==> config.mk <==
export PLATFORM = sky130hd
export DESIGN_NAME = ccw_dev_flat
export DESIGN_NICKNAME = d
export VERILOG_FILES = /design/src/logic/ccw_pkg.sv /design/src/logic/ccw_link_if.sv /design/src/logic/ccw_dev.sv /design/src/logic/ccw_ofs_rx.sv /design/src/flat_wrapper.sv
export SDC_FILE = /design/constraint.sdc
export NUM_CORES = 1
export LEC_CHECK = 0
export ABC_CLOCK_PERIOD_IN_PS = 3200
export BUFFER_PORTS_ARGS = -buffer_cell sky130_fd_sc_hd__clkbuf_2
export CAP_MARGIN = 10
export CORE_MARGIN = 4
export CORE_UTILIZATION = 40
export DETAILED_ROUTE_END_ITERATION = 16
export PLACE_DENSITY = 0.67
export SYNTH_ARGS = -nofsm -noshare
export SYNTH_HDL_FRONTEND = slang
export SYNTH_SLANG_ARGS = --single-unit
==> constraint.sdc <==
create_clock -name core_clk_i -period 3.2 [get_ports core_clk_i]
set_input_delay 0.16 -clock core_clk_i [delete_from_list [all_inputs] [get_ports core_clk_i]]
set_output_delay 0.16 -clock core_clk_i [all_outputs]
set_load 0.01 [all_outputs]
==> src/logic/ccw_pkg.sv <==
// Package: control word field layout, codes and limits for the config word block
package ccw_pkg;
   localparam int CCW_WORD_W = 32;
   localparam int CCW_BYTE_W = 8;
   localparam int CCW_NBYTES = 4;
   localparam int CCW_ADDR_W = 3;
   // Master register destination addresses
   localparam logic [2:0] CCW_ADDR_CFG = 3'h0;
   localparam logic [2:0] CCW_ADDR_FREQ = 3'h3;
   localparam logic [2:0] CCW_ADDR_XFER = 3'h5;
   // Field positions inside the configuration word
   localparam int CCW_NCO_SYNC_BIT = 20;
   localparam int CCW_CIC_SYNC_BIT = 19;
   localparam int CCW_FMT_BIT = 18;
   localparam int CCW_MODE_BIT = 17;
   localparam int CCW_SG_HI = 16;
   localparam int CCW_SG_LO = 13;
   localparam int CCW_DEC_HI = 12;
   localparam int CCW_DEC_LO = 7;
   localparam int CCW_BYP_BIT = 6;
   localparam int CCW_OFSW_HI = 5;
   localparam int CCW_OFSW_LO = 4;
   localparam int CCW_SYNCCLK_BIT = 3;
   localparam int CCW_CLRPH_BIT = 2;
   localparam int CCW_OFSEN_BIT = 1;
   localparam int CCW_LDPH_BIT = 0;
   localparam int CCW_RSVD_LO = 21;
   localparam int CCW_BE_RST_BIT = 22;
   localparam logic [31:0] CCW_CFG_RESET = 32'h0000_0000;
   localparam logic [31:0] CCW_RSVD_MASK = 32'hFFE0_0000;
   localparam logic [3:0] CCW_SG_MAX = 4'hF;
   localparam logic [5:0] CCW_DEC_MIN = 6'h03;
   localparam logic [5:0] CCW_DEC_MAX = 6'h1F;
   localparam logic [5:0] CCW_DEC_RESET = 6'h03;
   localparam int CCW_BUS_DIV = 2;
   typedef logic [31:0] ccw_word_t;

   // Serial offset word length from the width field
   function automatic logic [5:0] ccw_ofs_len(input logic [1:0] code);
      // Three-bit sum so that code 3 gives 32, not a wrapped 0
      ccw_ofs_len = {{1'b0, code} + 3'h1, 3'h0};
   endfunction
endpackage

==> src/logic/ccw_link_if.sv <==
// Interface: byte-wide master register write port between host and device
`timescale 1ns/100ps
interface ccw_link_if;
   logic [7:0] data;
   logic [2:0] addr;
   logic wr_stb;
   logic last;
   modport host (output data, output addr, output wr_stb, output last);
   modport dev (input data, input addr, input wr_stb, input last);
endinterface

==> src/logic/ccw_dev.sv <==
// Device end: configuration word register and its decoded controls
`timescale 1ns/100ps
module ccw_dev
   import ccw_pkg::*;
#(
   parameter int DEC_W = 6
)
(
   input wire logic core_clk_i,
   input wire logic nrst_i,
   ccw_link_if.dev link,
   input wire logic input_sample_clock_en_i,
   input wire logic processing_clock_en_i,
   input wire logic external_sync_input_i,
   input wire logic back_end_reset_on_sync_i,
   input wire logic [2:0] gain_adjust_pins_i,
   input wire logic offset_freq_serial_data_i,
   input wire logic offset_freq_serial_frame_i,
   input wire logic [31:0] phase_hold_i,
   output ccw_pkg::ccw_word_t config_word_o,
   output logic offset_binary_o,
   output logic interpolated_mode_o,
   output logic [3:0] shift_total_o,
   output logic [5:0] dec_preload_o,
   output logic cic_bypass_o,
   output logic [5:0] dec_count_o,
   output logic cic_dump_o,
   output logic [1:0] ofs_width_o,
   output logic sync_out_proc_sel_o,
   output logic sync_out_en_o,
   output logic [31:0] center_freq_active_o,
   output logic [31:0] phase_active_o,
   output logic [31:0] nco_freq_o,
   output logic acc_feedback_zero_o,
   output logic front_back_reset_o
);
   import ccw_pkg::*;

   // Counter and preload ports are fixed at six bits
   if (DEC_W != 6)
   begin
      $error("DEC_W must be 6");
   end

   ////////////////////////////////////////////////////////////////////////////
   // Master register assembly
   logic [31:0] mstr_q, mstr_d, cfg_q, cfg_d, fhold_q, fhold_d;
   logic [31:0] fact_q, fact_d, pact_q, pact_d;
   logic [5:0] dcnt_q, dcnt_d;
   logic [1:0] bidx_q, bidx_d;
   logic pend_q, pend_d, zfb_q, zfb_d, rst_q, rst_d, dump_q, dump_d;
   logic pph_q, pph_d;
   logic load_cfg, load_freq, xfer, sync_nco;
   logic [4:0] sg_sum;
   logic [31:0] ofs_word;

   // Bytes arrive LSB first; last strobe commits however many bytes came
   always_comb
   begin
      mstr_d = mstr_q;
      bidx_d = bidx_q;
      if (link.wr_stb)
      begin
         mstr_d[bidx_q*8 +: 8] = link.data;
         bidx_d = link.last ? 2'h0 : bidx_q + 2'h1;
         if (bidx_q == 2'h0)
            mstr_d[31:8] = 24'h0;
      end
   end

   // Loads happen on the last byte strobe with no sample clock gating; the host waits for it to run
   assign load_cfg = link.wr_stb && link.last && link.addr == CCW_ADDR_CFG;
   assign load_freq = link.wr_stb && link.last && link.addr == CCW_ADDR_FREQ;
   assign xfer = link.wr_stb && link.last && link.addr == CCW_ADDR_XFER;
   assign sync_nco = external_sync_input_i && cfg_q[CCW_NCO_SYNC_BIT];

   ////////////////////////////////////////////////////////////////////////////
   // Config word, holding and active registers
   always_comb
   begin
      cfg_d = cfg_q;
      fhold_d = fhold_q;
      fact_d = fact_q;
      pact_d = pact_q;
      pend_d = pend_q;
      pph_d = pph_q;
      zfb_d = 1'b0;
      if (load_cfg)
         cfg_d = mstr_d & ~CCW_RSVD_MASK;
      if (load_freq)
         fhold_d = mstr_d;
      if (xfer || sync_nco)
         pend_d = 1'b1;
      // Only a sync moves the phase; a transfer word moves frequency alone
      if (sync_nco)
         pph_d = 1'b1;
      // Sync seen between sample ticks is held until the next tick
      if (input_sample_clock_en_i && (pend_q || xfer || sync_nco))
      begin
         fact_d = fhold_q;
         if (sync_nco || pph_q)
            pact_d = phase_hold_i;
         pend_d = 1'b0;
         pph_d = 1'b0;
         zfb_d = cfg_q[CCW_LDPH_BIT];
      end
   end

   always_ff @(posedge core_clk_i)
   begin
      if (!nrst_i)
      begin
         mstr_q <= 32'h0;
         bidx_q <= 2'h0;
         cfg_q <= CCW_CFG_RESET;
         fhold_q <= 32'h0;
         fact_q <= 32'h0;
         pact_q <= 32'h0;
         pend_q <= 1'b0;
         pph_q <= 1'b0;
         zfb_q <= 1'b0;
      end
      else
      begin
         mstr_q <= mstr_d;
         bidx_q <= bidx_d;
         cfg_q <= cfg_d;
         fhold_q <= fhold_d;
         fact_q <= fact_d;
         pact_q <= pact_d;
         pend_q <= pend_d;
         pph_q <= pph_d;
         zfb_q <= zfb_d;
      end
   end

   ////////////////////////////////////////////////////////////////////////////
   // Decimation counter and sync reset
   always_comb
   begin
      dcnt_d = dcnt_q;
      dump_d = 1'b0;
      rst_d = external_sync_input_i && back_end_reset_on_sync_i;
      if (external_sync_input_i && cfg_q[CCW_CIC_SYNC_BIT])
         dcnt_d = cfg_q[CCW_DEC_HI:CCW_DEC_LO];
      else if (input_sample_clock_en_i && !cfg_q[CCW_BYP_BIT])
      begin
         if (dcnt_q == 6'h0)
         begin
            dcnt_d = cfg_q[CCW_DEC_HI:CCW_DEC_LO];
            dump_d = 1'b1;
         end
         else
            dcnt_d = dcnt_q - 6'h1;
      end
      if (cfg_q[CCW_BYP_BIT])
         dump_d = input_sample_clock_en_i;
   end

   always_ff @(posedge core_clk_i)
   begin
      if (!nrst_i)
      begin
         dcnt_q <= CCW_DEC_RESET;
         dump_q <= 1'b0;
         rst_q <= 1'b0;
      end
      else
      begin
         dcnt_q <= dcnt_d;
         dump_q <= dump_d;
         rst_q <= rst_d;
      end
   end

   ////////////////////////////////////////////////////////////////////////////
   // Serial offset frequency
   ccw_ofs_rx u_ofs
   (
      .core_clk_i(core_clk_i),
      .nrst_i(nrst_i),
      .width_code_i(cfg_q[CCW_OFSW_HI:CCW_OFSW_LO]),
      .offset_freq_serial_data_i(offset_freq_serial_data_i),
      .offset_freq_serial_frame_i(offset_freq_serial_frame_i),
      .offset_word_o(ofs_word),
      .offset_valid_o()
   );

   assign sg_sum = {1'b0, cfg_q[CCW_SG_HI:CCW_SG_LO]} + {2'h0, gain_adjust_pins_i};

   assign config_word_o = cfg_q;
   assign offset_binary_o = cfg_q[CCW_FMT_BIT];
   assign interpolated_mode_o = cfg_q[CCW_MODE_BIT];
   assign shift_total_o = sg_sum[4] ? CCW_SG_MAX : sg_sum[3:0];
   assign dec_preload_o = cfg_q[CCW_DEC_HI:CCW_DEC_LO];
   assign cic_bypass_o = cfg_q[CCW_BYP_BIT];
   assign dec_count_o = dcnt_q;
   assign cic_dump_o = dump_q;
   assign ofs_width_o = cfg_q[CCW_OFSW_HI:CCW_OFSW_LO];
   assign sync_out_proc_sel_o = cfg_q[CCW_SYNCCLK_BIT];
   assign sync_out_en_o = cfg_q[CCW_SYNCCLK_BIT] ? processing_clock_en_i
                                                 : input_sample_clock_en_i;
   assign center_freq_active_o = fact_q;
   assign phase_active_o = pact_q;
   assign nco_freq_o = cfg_q[CCW_OFSEN_BIT] ? fact_q + ofs_word : fact_q;
   assign acc_feedback_zero_o = cfg_q[CCW_CLRPH_BIT] | zfb_q;
   assign front_back_reset_o = rst_q;
endmodule

==> src/logic/ccw_ofs_rx.sv <==
// Serial offset frequency receiver with programmable word length
`timescale 1ns/100ps
module ccw_ofs_rx
   import ccw_pkg::*;
(
   input wire logic core_clk_i,
   input wire logic nrst_i,
   input wire logic [1:0] width_code_i,
   input wire logic offset_freq_serial_data_i,
   input wire logic offset_freq_serial_frame_i,
   output logic [31:0] offset_word_o,
   output logic offset_valid_o
);
   import ccw_pkg::*;
   logic [31:0] sh_q, sh_d, word_q, word_d;
   logic [5:0] cnt_q, cnt_d;
   logic busy_q, busy_d, vld_q, vld_d;

   // Frame marks the first bit, MSB first
   always_comb
   begin
      sh_d = sh_q;
      cnt_d = cnt_q;
      busy_d = busy_q;
      word_d = word_q;
      vld_d = 1'b0;
      if (offset_freq_serial_frame_i)
      begin
         sh_d = {31'h0, offset_freq_serial_data_i};
         cnt_d = 6'h1;
         busy_d = 1'b1;
      end
      else if (busy_q)
      begin
         sh_d = {sh_q[30:0], offset_freq_serial_data_i};
         cnt_d = cnt_q + 6'h1;
      end
      if (busy_q && cnt_q == ccw_ofs_len(width_code_i))
      begin
         // Short words are placed in the top bits, scaled like the 32-bit word
         word_d = sh_q << (6'd32 - ccw_ofs_len(width_code_i));
         vld_d = 1'b1;
         if (!offset_freq_serial_frame_i)
            busy_d = 1'b0;
      end
   end

   always_ff @(posedge core_clk_i)
   begin
      if (!nrst_i)
      begin
         sh_q <= 32'h0;
         cnt_q <= 6'h0;
         busy_q <= 1'b0;
         word_q <= 32'h0;
         vld_q <= 1'b0;
      end
      else
      begin
         sh_q <= sh_d;
         cnt_q <= cnt_d;
         busy_q <= busy_d;
         word_q <= word_d;
         vld_q <= vld_d;
      end
   end

   assign offset_word_o = word_q;
   assign offset_valid_o = vld_q;
endmodule

==> src/flat_wrapper.sv <==
// flat-port wrapper written by rule: the top's interface ports become plain ports
module ccw_dev_flat import ccw_pkg::*;
#(
   parameter int DEC_W = 6
)
  (core_clk_i, nrst_i, input_sample_clock_en_i, processing_clock_en_i, external_sync_input_i, back_end_reset_on_sync_i, gain_adjust_pins_i, offset_freq_serial_data_i, offset_freq_serial_frame_i, phase_hold_i, config_word_o, offset_binary_o, interpolated_mode_o, shift_total_o, dec_preload_o, cic_bypass_o, dec_count_o, cic_dump_o, ofs_width_o, sync_out_proc_sel_o, sync_out_en_o, center_freq_active_o, phase_active_o, nco_freq_o, acc_feedback_zero_o, front_back_reset_o, link_data, link_addr, link_wr_stb, link_last);
  ccw_link_if link_i ();
  input wire logic core_clk_i;
  input wire logic nrst_i;
  input wire logic input_sample_clock_en_i;
  input wire logic processing_clock_en_i;
  input wire logic external_sync_input_i;
  input wire logic back_end_reset_on_sync_i;
  input wire logic [2:0] gain_adjust_pins_i;
  input wire logic offset_freq_serial_data_i;
  input wire logic offset_freq_serial_frame_i;
  input wire logic [31:0] phase_hold_i;
  output ccw_pkg::ccw_word_t config_word_o;
  output logic offset_binary_o;
  output logic interpolated_mode_o;
  output logic [3:0] shift_total_o;
  output logic [5:0] dec_preload_o;
  output logic cic_bypass_o;
  output logic [5:0] dec_count_o;
  output logic cic_dump_o;
  output logic [1:0] ofs_width_o;
  output logic sync_out_proc_sel_o;
  output logic sync_out_en_o;
  output logic [31:0] center_freq_active_o;
  output logic [31:0] phase_active_o;
  output logic [31:0] nco_freq_o;
  output logic acc_feedback_zero_o;
  output logic front_back_reset_o;
  input wire logic [$bits(link_i.data)-1:0] link_data;
  input wire logic [$bits(link_i.addr)-1:0] link_addr;
  input wire logic [$bits(link_i.wr_stb)-1:0] link_wr_stb;
  input wire logic [$bits(link_i.last)-1:0] link_last;
  assign link_i.data = link_data;
  assign link_i.addr = link_addr;
  assign link_i.wr_stb = link_wr_stb;
  assign link_i.last = link_last;
  ccw_dev #(.DEC_W(DEC_W)) u_core (.core_clk_i(core_clk_i), .nrst_i(nrst_i), .link(link_i), .input_sample_clock_en_i(input_sample_clock_en_i), .processing_clock_en_i(processing_clock_en_i), .external_sync_input_i(external_sync_input_i), .back_end_reset_on_sync_i(back_end_reset_on_sync_i), .gain_adjust_pins_i(gain_adjust_pins_i), .offset_freq_serial_data_i(offset_freq_serial_data_i), .offset_freq_serial_frame_i(offset_freq_serial_frame_i), .phase_hold_i(phase_hold_i), .config_word_o(config_word_o), .offset_binary_o(offset_binary_o), .interpolated_mode_o(interpolated_mode_o), .shift_total_o(shift_total_o), .dec_preload_o(dec_preload_o), .cic_bypass_o(cic_bypass_o), .dec_count_o(dec_count_o), .cic_dump_o(cic_dump_o), .ofs_width_o(ofs_width_o), .sync_out_proc_sel_o(sync_out_proc_sel_o), .sync_out_en_o(sync_out_en_o), .center_freq_active_o(center_freq_active_o), .phase_active_o(phase_active_o), .nco_freq_o(nco_freq_o), .acc_feedback_zero_o(acc_feedback_zero_o), .front_back_reset_o(front_back_reset_o));
endmodule
Word level (Yosys, flattened, before mapping). Cells that the tools add are included.

Output and inout bits: 154. Logic and storage cells: 79. Register bits after elaboration: 233. Input port bits: 56.

Reductions and logical operators: 24. Bitwise operators: 2. Add/subtract/negate cells: 8. Shift operators: 3. Multiplexer cells: 21. Eq/ne operators: 3.

Operator list (number): $mux W32 (2); $neg A5 Y34 (1); $shift A8 B34 Y32 const A (1); $shiftx A8 B34 Y32 (1); $add A32 B32 Y32 (1); $bwmux W32 (1); $shl A32 B6 Y32 (1); $mux W24 (1); $mux W6 (3); $mux W1 (12); $logic_and A1 B1 Y1 (10); $add A6 B1 Y6 const B (1); $eq A6 B6 Y1 (1); $logic_not A6 Y1 (1); $sub A6 B1 Y6 const B (1); $sub A6 B6 Y6 const A (1); $add A4 B3 Y5 (1); $logic_or A1 B1 Y1 (4); $mux W4 (1); $reduce_and A2 Y1 (2); $reduce_bool A2 Y1 (2); $reduce_or A2 Y1 (2); $add A2 B1 Y3 const B (1); $eq A3 B2 Y1 const B (1); 8 further kinds (8).

Longest topological paths before layout. Gate-level depths: netlist (run 1).

Depth in word-level cells: 6. Depth in mapped cells: 9. Mapped depth without buffers: 9.

By module. Synthesis (run 1) repeated with hierarchy kept, for this count alone.

Cell total of the unflattened synthesis: 1346. Area total of the unflattened synthesis: 11986.5 sq um.

Modules (own cells, without submodules): ccw_dev (area an instance 8584.5 sq um, times used 1, cells an instance 1034); ccw_ofs_rx (area an instance 3402.0 sq um, times used 1, cells an instance 312).

Least setup slack after synthesis (run 1). OpenSTA, ideal clock, no wires.

Path type: flip-flop to output port. Start: register u_core.fact_q[9] (netlist: u_core.center_freq_active_o[9]). End: output nco_freq_o[30]. Cell stages (with the launch flop): 10. Data required time: 3.040 ns. Arrival time: 2.384 ns. Path slack: 0.656 ns. Cell sequence: dfxtp_1 ha_1 buf_6 and4_4 a221o_1 a31oi_2 a21oi_2 o31a_1 or3_1 a31o_1.

Longest elaborated chain between the ends: 2.

Ends and longest elaborated chain: from (decl) (RTL line ccw_dev.sv:48) `logic [31:0] fact_q, fact_d, pact_q, pact_d;`; from (signal assigned) (RTL line ccw_dev.sv:129) `fact_q <= fact_d;`; $add A32 B32 Y32 (RTL line ccw_dev.sv:205) `assign nco_freq_o = cfg_q[CCW_OFSEN_BIT] ? fact_q + ofs_word : fact_q;`; $mux W32 (RTL line ccw_dev.sv:205); to (decl) (RTL line flat_wrapper.sv:31) `output logic [31:0] nco_freq_o;`.

No other way between the ends.

Final worst setup path (run 1).
Start: register u_core.u_ofs.word_q[9] (netlist: u_core.u_ofs.offset_word_o[9]). End: output nco_freq_o[30].

Longest elaborated chain between the ends: 2.

Ends and longest elaborated chain: from (decl) (RTL line ccw_ofs_rx.sv:15) `logic [31:0] sh_q, sh_d, word_q, word_d;`; from (signal assigned) (RTL line ccw_ofs_rx.sv:63) `word_q <= word_d;`; $add A32 B32 Y32 (RTL line ccw_dev.sv:205); $mux W32 (RTL line ccw_dev.sv:205).

No other way between the ends.

==> flow_summary.json, run 1 <==
{
  "status": "finished clean",
  "synthCells": 1390,
  "path_cells": "ha_4, and4_4, a221o_1, a31oi_4, a21oi_4, o31a_1, or3_1, a31o_1, clkbuf_2",
  "relSlewSlack_pct": 22.47,
  "vias_per_cell": 5.282,
  "fmax_mhz": 316.9,
  "route.detailed.drc": 0,
  "timing.rr.start": "u_core.config_word_o[5]",
  "grt-ovfl-total": 0,
  "end_kind": "output port",
  "hold_path_class": "input port to flip-flop",
  "worstReg2RegEnd": "u_core.u_ofs.offset_word_o[17]",
  "placed_cells": 1891,
  "antennaDiodeCount": 0,
  "rows": 62,
  "critPathLaunchType": "flip-flop",
  "hold_depth": 3,
  "p_int_w": 0.005001,
  "reg2reg_depth": 5,
  "synthMostInstantiatedCell": "nand2_1",
  "track_usage_pct": 20.24,
  "final_nets": 1688,
  "critical_path_class": "flip-flop to output port",
  "dieArea_um2": 32370,
  "skew_ns": 0.006426,
  "ys_dominant_reg_cell": "dfxtp_1",
  "routed_wl_mm": 34.39,
  "detailedRoute.firstPassIterationCount": 5,
  "synth-async-reset-ratio_pct": 0,
  "synth_area_um2": 11820,
  "synth_top_area_share_pct": 39.45,
  "stdcell_count": 1988,
  "dp_slack_ns": 0.2529,
  "drive_above_1_share_pct": 25.00,
  "power.density_nw_per_um2": 432.7,
  "numCtsBuffers": 25,
  "path_buf_inv": 1,
  "insertion_delay_ns": 0.52,
  "sequentialPowerShare_pct": 46.0,
  "final_max_slew_viol_count": 0,
  "coreArea_um2": 28940,
  "drt-initial-drc-count": 694,
  "drv_cap": 0,
  "worst_path_largest_cell_delay_ns": 0.38,
  "cp_max_fo": 6,
  "synth_edf_count": 0,
  "antenna_left": 0,
  "ys_seq_area_share_pct": 39.45,
  "synth_commonest_cells": "288 x nand2_1, 233 x dfxtp_1, 122 x a21boi_0, 111 x nor2_1, 81 x clkbuf_1",
  "period_share_pct": 98.60,
  "grt_setup_unrepaired": "yes",
  "use_met3_pct": 4.163,
  "avgSynthCellArea_um2": 8.505,
  "setup_viol": 0,
  "fillers": 2705,
  "cts_tree": "done",
  "worst_slack_ns": 0.04474,
  "switching_share_pct": 21.76,
  "grt_max_degree": 198,
  "fp.dieH_um": 179.9,
  "final_area_um2": 14770,
  "ff_latch_area_um2": 4705,
  "p_sw_w": 0.001391,
  "dp_hpwl_mm": 24.34,
  "p_comb_share_pct": 5.5,
  "cts_buffer_depth": 3,
  "reg2reg_slack_ns": 0.53,
  "dr_total_vias": 10500,
  "p_leak_nw": 6.139,
  "cp_top_family": "compound AO/OA/AOI/OAI gates",
  "die_width_um": 179.9,
  "antenna_found_initial": 0,
  "syn2layout_area_growth_pct": 24.94,
  "worstPathArrival_ns": 3.00,
  "multi_input_area_um2": 6932,
  "htreeDepth": 1,
  "period_needed_ns": 3.155,
  "routedWlPerCell_um": 17.30,
  "grt_pass1_vias": 10128,
  "grt_use_met1_pct": 27.02,
  "grt.busiest_layer": "met2",
  "grt_first_pass_wirelength_mm": 54.79,
  "port_buffers": 198,
  "slowest_stage": "or3_1",
  "hold_path_end": "u_core.bidx_q[0]",
  "cts_root_buffer": "clkbuf_16",
  "peakVddDrop_mv": 0.3522,
  "synth_top_cell_by_area": "dfxtp_1",
  "yosysWarnings": 0,
  "worstPathRequired_ns": 3.04,
  "clk_pin_slew_ns": 0.06,
  "gp_congestion": 0.9518,
  "ys_seq_elements": 233,
  "max_slew.worst_pin.slew_ns": 1.161,
  "synthDistinctLibCells": 60,
  "clockPowerShare_pct": 48.5,
  "worstHoldStart": "link_last",
  "use_met2_pct": 32.84,
  "io-pin-count": 210,
  "synthTopCellsByArea": "dfxtp_1 39%, nand2_1 9.1%, a21boi_0 7.7%, ha_1 4.7%, nor2_1 3.5%",
  "final_hold_viol_count": 0,
  "placed_area_um2": 12990,
  "clock-sinks": 233,
  "initial_core_util_pct": 40.86
}
flip-flops by register name, summed over array words and instances, names as in the netlist, 2 cells and up:
| name | cells |
|---|---|
| u_core.center_freq_active_o | 32 |
| u_core.bidx_q | 2 |
| u_core.fhold_q | 32 |
| u_core.dec_count_o | 6 |
| u_core.u_ofs.cnt_q | 6 |
| u_core.config_word_o | 21 |
| u_core.u_ofs.offset_word_o | 32 |
| u_core.phase_active_o | 32 |
| u_core.u_ofs.sh_q | 32 |
| u_core.mstr_q | 32 |
logic make-up (layout without fill, tap and decap cells):
group / after synthesis / count (layout) / share of synthesized area [%]
muxes: 77 / 77 / 7.726
adders and majority gates: 46 / 46 / 4.995
buffers and inverters: 136 / 340 / 5.323
DFF: 233 / 233 / 39.45
other: 1 / 11 / 0.03172
xor gates and xnor gates: 36 / 36 / 2.667
AOI/OAI and AO/OA: 326 / 326 / 19.74
and+or+nand+nor: 535 / 535 / 20.07
cell usage in the layout, fill, tap and decap left out, types with 5 or more instances in the layout:
master,count
nor2b_1,15
a21oi_1,45
a221oi_1,16
ha_1,23
inv_1,18
a21oi_2,6
dfxtp_2,17
clkbuf_16,25
nand4_1,9
clkbuf_8,11
o31ai_1,5
a21boi_0,120
a21o_1,17
dfxtp_4,5
mux4_2,8
and3_1,12
nand3_1,16
nor2_1,111
buf_4,40
o21ai_0,26
nor3b_1,21
xnor2_1,17
ha_2,9
ha_4,12
xor2_1,19
and2_1,34
o211ai_1,5
dlygate4sd3_1,38
o211a_1,16
conb_1,11
clkbuf_2,196
o21a_1,6
a22oi_1,25
mux2i_1,35
mux2_2,34
dfxtp_1,211
nand2_1,287
power groups by stage:
stage	sequential [W]	clock [W]	combinational, W
CTS	0.00294	0.00316	0.000353
global route	0.00294	0.00329	0.000390
global placement	0.00301	0	0.000311
finish	0.00294	0.00310	0.000353
floorplan	0.00300	0	0.000222
detailed placement	0.00301	0	0.000314
final cells by class:
cell class	instances	share of cell area [%]
Multi-Input combinational cell	1031	46.93
Inverter	19	0.4828
Sequential cell	233	31.85
Clock inverter	6	0.7369
Tap cell	384	3.253
Timing Repair Buffer	276	11.42
Clock buffer	39	5.336
how the worst max path moves through the flow:
stage / startpoint / to / slack, ns / cells past startpoint
floorplan: u_core.center_freq_active_o[9] / nco_freq_o[30] / 0.66 / 9
global placement: u_core.center_freq_active_o[3] / nco_freq_o[23] / 0.28 / 9
detailed placement: u_core.center_freq_active_o[1] / nco_freq_o[23] / 0.25 / 9
CTS: u_core.center_freq_active_o[12] / nco_freq_o[30] / 0.002 / 9
global route: u_core.center_freq_active_o[10] / nco_freq_o[31] / -0.14 / 9
finish: u_core.u_ofs.offset_word_o[9] / nco_freq_o[30] / 0.04 / 9
worst min-delay path: cells and delay by family:
kind	cells	cell delay, ns
AOI/OAI and AO/OA	1	0.17
buffers and inverters	1	0.11
and+or+nand+nor	1	0.05
repair_timing:
item,CTS,global route
pin swaps,3,22
setup endpoints to repair,13,16
hold buffers,38,0
setup buffers,0,14
gates resized for setup,29,62
gates cloned,0,0
hold endpoints to repair,37,0
metal layers:
layer  up-vias  routed length [um]
met1      4926               15140
li1       5172                   -
met2       329               15760
met3        73                2358
met5         -                   0
met4         0                1140
per-stage QoR:
stage	setup TNS (ns)	power [W]	hold WS [ns]	utilization, %
finish	0	0.006391	0.01928	51.05
global route	-0.2788	0.006625	0.02524	51.05
CTS	0	0.006456	0.001476	49.83
detailed placement	0	0.003323	0.4024	44.90
global placement	0	0.003319	0.3926	44.90
floorplan	0	0.003225	0.2792	-
No activity file was read; power rests on OpenSTA's default activity.
==> inputs of run 2 (changes only) <==
--- a/config.mk
+++ b/config.mk
@@ -6,7 +6,7 @@
 export NUM_CORES = 1
 export LEC_CHECK = 0
 export ABC_CLOCK_PERIOD_IN_PS = 3200
-export BUFFER_PORTS_ARGS = -buffer_cell sky130_fd_sc_hd__clkbuf_2
+export BUFFER_PORTS_ARGS = -buffer_cell sky130_fd_sc_hd__buf_2
 export CAP_MARGIN = 10
 export CORE_MARGIN = 4
 export CORE_UTILIZATION = 40
==> flow_summary.json, run 2 (synthesized netlist as in run 1, its figures left out) <==
{
  "htreeDepth": 1,
  "worstPathRequired_ns": 3.04,
  "setup_viol": 0,
  "rows": 62,
  "final_nets": 1687,
  "vias_per_cell": 5.277,
  "skew_ns": 0.01274,
  "syn2layout_area_growth_pct": 24.16,
  "drv_cap": 0,
  "multi_input_area_um2": 6882,
  "coreArea_um2": 28940,
  "clk_pin_slew_ns": 0.06,
  "routedWlPerCell_um": 17.67,
  "final_core_util_pct": 50.73,
  "port_buffers": 198,
  "die_width_um": 179.9,
  "slowest_stage": "o221ai_4",
  "layout_commonest_cell": "nand2_1",
  "path_cells": "ha_4, o211ai_1, o211ai_1, a41oi_2, o221ai_4, a41oi_2, xnor2_1, mux2_4, buf_6",
  "final_max_slew_viol_count": 0,
  "layout_common_cells": "287 x nand2_1, 210 x dfxtp_1, 196 x buf_2, 120 x a21boi_0, 111 x nor2_1",
  "antenna_left": 0,
  "worstPathArrival_ns": 3.02,
  "path_buf_inv": 1,
  "initial_core_util_pct": 40.86,
  "dr_total_vias": 10480,
  "worstReg2RegEnd": "u_core.u_ofs.offset_word_o[23]",
  "status": "finished clean",
  "final.setup.tns_ns": 0,
  "cts_root_buffer": "clkbuf_16",
  "drt-initial-drc-count": 762,
  "reg2reg_depth": 5,
  "track_usage_pct": 20.48,
  "finalPower_w": 0.006276,
  "peakVddDrop_mv": 0.3061,
  "route.detailed.drc": 0,
  "numCtsBuffers": 25,
  "grt_setup_unrepaired": "yes",
  "routed_wl_mm": 35.10,
  "dieArea_um2": 32370,
  "p_leak_nw": 6.230,
  "worst_path_largest_cell_delay_ns": 0.38,
  "grt_max_degree": 198,
  "gp_congestion": 0.9548,
  "fillers": 2700,
  "antennaDiodeCount": 0,
  "io-pin-count": 210,
  "ff_latch_area_um2": 4711,
  "hold_path_class": "input port to flip-flop",
  "cp_top_family": "compound AO/OA/AOI/OAI gates",
  "drive_above_1_share_pct": 24.28,
  "hold_depth": 3,
  "detailedRoute.firstPassIterationCount": 5,
  "cts_buffer_depth": 3,
  "end_kind": "output port",
  "grt_pass1_vias": 10374,
  "dp_hpwl_mm": 24.27,
  "holdWs_ns": 0.04431,
  "period_needed_ns": 3.178,
  "cts_tree": "done",
  "worstHoldStart": "link_wr_stb",
  "cp_max_fo": 5,
  "clock-sinks": 233,
  "antenna_found_initial": 0,
  "hold_path_end": "u_core.bidx_q[0]",
  "critical_path_class": "flip-flop to output port",
  "period_share_pct": 99.32,
  "critPathLaunchType": "flip-flop",
  "timing.rr.start": "u_core.config_word_o[5]",
  "fmax_mhz": 314.6,
  "insertion_delay_ns": 0.52,
  "grt_first_pass_wirelength_mm": 55.50,
  "final_hold_viol_count": 0,
  "grt-ovfl-total": 0,
  "fp.dieH_um": 179.9,
  "max_slew.worst_pin.slew_ns": 1.158,
  "power.density_nw_per_um2": 427.6,
  "relSlewSlack_pct": 22.61,
  "reg2reg_slack_ns": 0.59
}
run 2: worst register-to-register path: stages, from the launching register on:
cell and delay [ns]:
dfxtp_1 0.38, ha_1 0.34, buf_4 0.28, nor2b_1 0.95, a221oi_1 0.37, nor3b_1 0.24
run 2: routing by layer:
metal	track usage [%]	up-vias	share of wire (%)
met2	34.71	317	47
li1	-	5175	-
met4	5.882	0	2.7
met3	4.547	64	6.6
met1	26.28	4924	44
met5	0	-	0
run 2: metrics by stage:
stage                     cells  cell area (um2)  setup WS (ns)
after global placement     1890            12990         0.2684
after floorplan            1400            11860         0.6558
after global routing       1986            14680       -0.06610
final                      1986            14680        0.02179
after CTS                  1973            14340       -0.01218
after detailed placement   1890            12990         0.2681
run 2: final cells by class:
| class | instances | share of cell area [%] |
|---|---|---|
| clock buffer | 36 | 4.952 |
| clock inverter | 8 | 0.8097 |
| inverter | 19 | 0.4858 |
| multi-input combinational | 1031 | 46.88 |
| sequential | 233 | 32.09 |
| tap | 384 | 3.273 |
| timing repair buffer | 275 | 11.51 |
run 2: power breakdown:
group	leakage [nW]	internal, W	switching, W
clock network	0.420	0.00181	0.00117
logic	3.92	0.000157	0.000199
registers	1.89	0.00292	0.0000196
run 2: timing repair:
action                                 in CTS  in global routing
setup endpoints to repair                  15                 17
gates resized for setup                    24                 60
setup buffers                               1                 13
pin swaps                                   3                 26
hold buffers                               38                  0
endpoints found under the hold margin      38                  0
run 2: worst max path at each step:
| stage | startpoint | end | slack (ns) | cells past startpoint |
|---|---|---|---|---|
| after global routing | u_core.u_ofs.offset_word_o[4] | nco_freq_o[23] | -0.07 | 9 |
| after CTS | u_core.center_freq_active_o[7] | nco_freq_o[24] | -0.01 | 9 |
| final | u_core.u_ofs.offset_word_o[4] | nco_freq_o[23] | 0.02 | 9 |
| after detailed placement | u_core.center_freq_active_o[3] | nco_freq_o[19] | 0.27 | 9 |
| after floorplan | u_core.center_freq_active_o[9] | nco_freq_o[30] | 0.66 | 9 |
| after global placement | u_core.center_freq_active_o[3] | nco_freq_o[23] | 0.27 | 9 |
==> inputs of run 3 (changes only) <==
--- a/config.mk
+++ b/config.mk
@@ -8,10 +8,10 @@
 export ABC_CLOCK_PERIOD_IN_PS = 3200
 export BUFFER_PORTS_ARGS = -buffer_cell sky130_fd_sc_hd__buf_2
 export CAP_MARGIN = 10
-export CORE_MARGIN = 4
-export CORE_UTILIZATION = 40
+export CORE_MARGIN = 5
+export CORE_UTILIZATION = 57
 export DETAILED_ROUTE_END_ITERATION = 16
-export PLACE_DENSITY = 0.67
+export PLACE_DENSITY = 0.88
 export SYNTH_ARGS = -nofsm -noshare
 export SYNTH_HDL_FRONTEND = slang
 export SYNTH_SLANG_ARGS = --single-unit
==> flow_summary.json, run 3 (synthesized netlist as in run 1, its figures left out) <==
{
  "end_kind": "output port",
  "gp_congestion": 0.9891,
  "crit_cells": 12,
  "antenna_found_initial": 0,
  "numCtsBuffers": 24,
  "final_nets": 1683,
  "route.detailed.drc": 0,
  "die_width_um": 154.0,
  "reg2reg_slack_ns": 0.55,
  "critPathLaunchType": "flip-flop",
  "worstPathRequired_ns": 3.04,
  "clock-sinks": 233,
  "fp.dieH_um": 154.0,
  "crit_top_cell": "buf_4",
  "antennaDiodeCount": 0,
  "period_share_pct": 103.5,
  "placed_cells": 1767,
  "final_max_slew_viol_count": 0,
  "grt_use_met1_pct": 34.19,
  "insertion_delay_ns": 0.54,
  "relSlewSlack_pct": 20.54,
  "p_leak_nw": 6.254,
  "vias_per_cell": 5.951,
  "stdcell_count": 1869,
  "dieArea_um2": 23720,
  "path_cells": "ha_4, buf_4, a21oi_1, o211ai_1, buf_4, a41oi_2, buf_4, o221ai_4, a31oi_1, mux2i_1, xor2_1, buf_2",
  "path_buf_inv": 4,
  "cts_tree": "done",
  "peakVddDrop_mv": 0.5078,
  "io-pin-count": 210,
  "reg2reg_depth": 5,
  "startpoint": "u_core.center_freq_active_o[6]",
  "worst_path_largest_cell_delay_ns": 0.36,
  "antenna_left": 0,
  "cts_buffer_depth": 3,
  "clk_pin_slew_ns": 0.07,
  "initial_core_util_pct": 58.24,
  "critical_path_class": "flip-flop to output port",
  "port_buffers": 198,
  "routed_wl_mm": 36.43,
  "slowest_stage": "dfxtp_4",
  "track_usage_pct": 27.60,
  "dp_hpwl_mm": 22.90,
  "period_needed_ns": 3.312,
  "grt.busiest_layer": "met2",
  "final_area_um2": 14630,
  "drive_above_1_share_pct": 24.70,
  "setup_viol": 6,
  "layout_commonest_cell": "nand2_1",
  "grt-ovfl-total": 0,
  "fmax_mhz": 301.9,
  "use_met2_pct": 45.49,
  "use_met3_pct": 7.083,
  "grt_first_pass_wirelength_mm": 54.63,
  "status": "complete, but fails checks",
  "max_slew.worst_pin.slew_ns": 1.189,
  "syn2layout_area_growth_pct": 23.72,
  "violations": "negative setup slack",
  "final_hold_viol_count": 0,
  "cp_top_family": "compound AO/OA/AOI/OAI gates",
  "skew_ns": 0.03462,
  "detailedRoute.firstPassIterationCount": 6,
  "placed_area_um2": 12790,
  "power.density_nw_per_um2": 445.1,
  "grt_max_degree": 107,
  "timing.rr.start": "u_core.config_word_o[5]",
  "cts_root_buffer": "clkbuf_16",
  "layout_common_cells": "287 x nand2_1, 209 x dfxtp_1, 197 x buf_2, 120 x a21boi_0, 111 x nor2_1",
  "htreeDepth": 1,
  "cp-endpoint": "nco_freq_o[31]",
  "grt_setup_unrepaired": "yes",
  "cp_max_fo": 5,
  "worstReg2RegEnd": "u_core.u_ofs.offset_word_o[20]",
  "drv_cap": 0,
  "drt-initial-drc-count": 939,
  "worstPathArrival_ns": 3.15,
  "hold_path_class": "input port to flip-flop",
  "grt_pass1_vias": 10599,
  "dr_total_vias": 11122,
  "rows": 52,
  "worst_slack_ns": -0.1121,
  "routedWlPerCell_um": 19.49,
  "coreArea_um2": 20300
}
[run 3: cell type report]
cell class / instances / area, um2
Sequential cell: 233 / 4715
Inverter: 19 / 71.32
Fill cell: 1410 / 5673
Tap cell: 270 / 337.8
Timing Repair Buffer: 272 / 1685
Clock inverter: 11 / 216.5
Clock buffer: 33 / 704.4
Multi-Input combinational cell: 1031 / 6897
[run 3: per-stage QoR]
step	util (%)	hold slack, ns	TNS (ns)	total power [W]	setup WS, ns
after floorplan	-	0.2792	0	0.003225	0.6558
after global placement	62.99	0.4113	0	0.003308	0.3465
after detailed placement	62.99	0.4157	0	0.003315	0.2089
after CTS	70.06	0.01761	-0.01334	0.006499	-0.01334
after global routing	72.05	0.05059	-1.415	0.006679	-0.1906
final	72.05	0.02945	-0.2507	0.006511	-0.1121
[run 3: timing repair]
action,4_1_cts,5_1_grt
hold endpoints to repair,40,0
pin swaps,4,26
gates cloned,0,0
endpoints found under the setup margin,14,19
hold buffers,38,0
gates resized for setup,27,66
buffers inserted,0,19
[run 3: worst min-delay path by stage]
stage                              from                         to  slack, ns  depth (start not counted)
3_5_place_dp   back_end_reset_on_sync_i  u_core.front_back_reset_o       0.42                          2
5_1_grt                     link_wr_stb           u_core.bidx_q[0]       0.05                          3
6_report                    link_wr_stb           u_core.bidx_q[0]       0.03                          3
2_1_floorplan   input_sample_clock_en_i          u_core.cic_dump_o       0.28                          2
4_1_cts                     link_wr_stb           u_core.bidx_q[0]       0.02                          3
3_3_place_gp           phase_hold_i[30]  u_core.phase_active_o[30]       0.41                          3
[run 3: metal layers]
| layer | part of all wire (%) | wire, um | vias up |
|---|---|---|---|
| met2 | 47 | 17060 | 560 |
| met3 | 9.6 | 3481 | 134 |
| met1 | 39 | 14140 | 5277 |
| met5 | 0 | 0 | - |
| met4 | 4.8 | 1750 | 0 |
| li1 | - | - | 5151 |
[run 3: worst reg2reg max path, cell delays in order, from the launching register on]
cell,delay (ns)
dfxtp_1,0.39
ha_1,0.34
buf_4,0.29
nor2b_1,0.98
a221oi_1,0.31
nor3b_1,0.24
[run 3: power breakdown]
group / switching (W) / leakage [nW] / internal (W)
logic: 0.000201 / 3.90 / 0.000157
registers: 0.0000267 / 1.89 / 0.00292
clock network: 0.00119 / 0.456 / 0.00202
total: 0.00141 / 6.25 / 0.00510
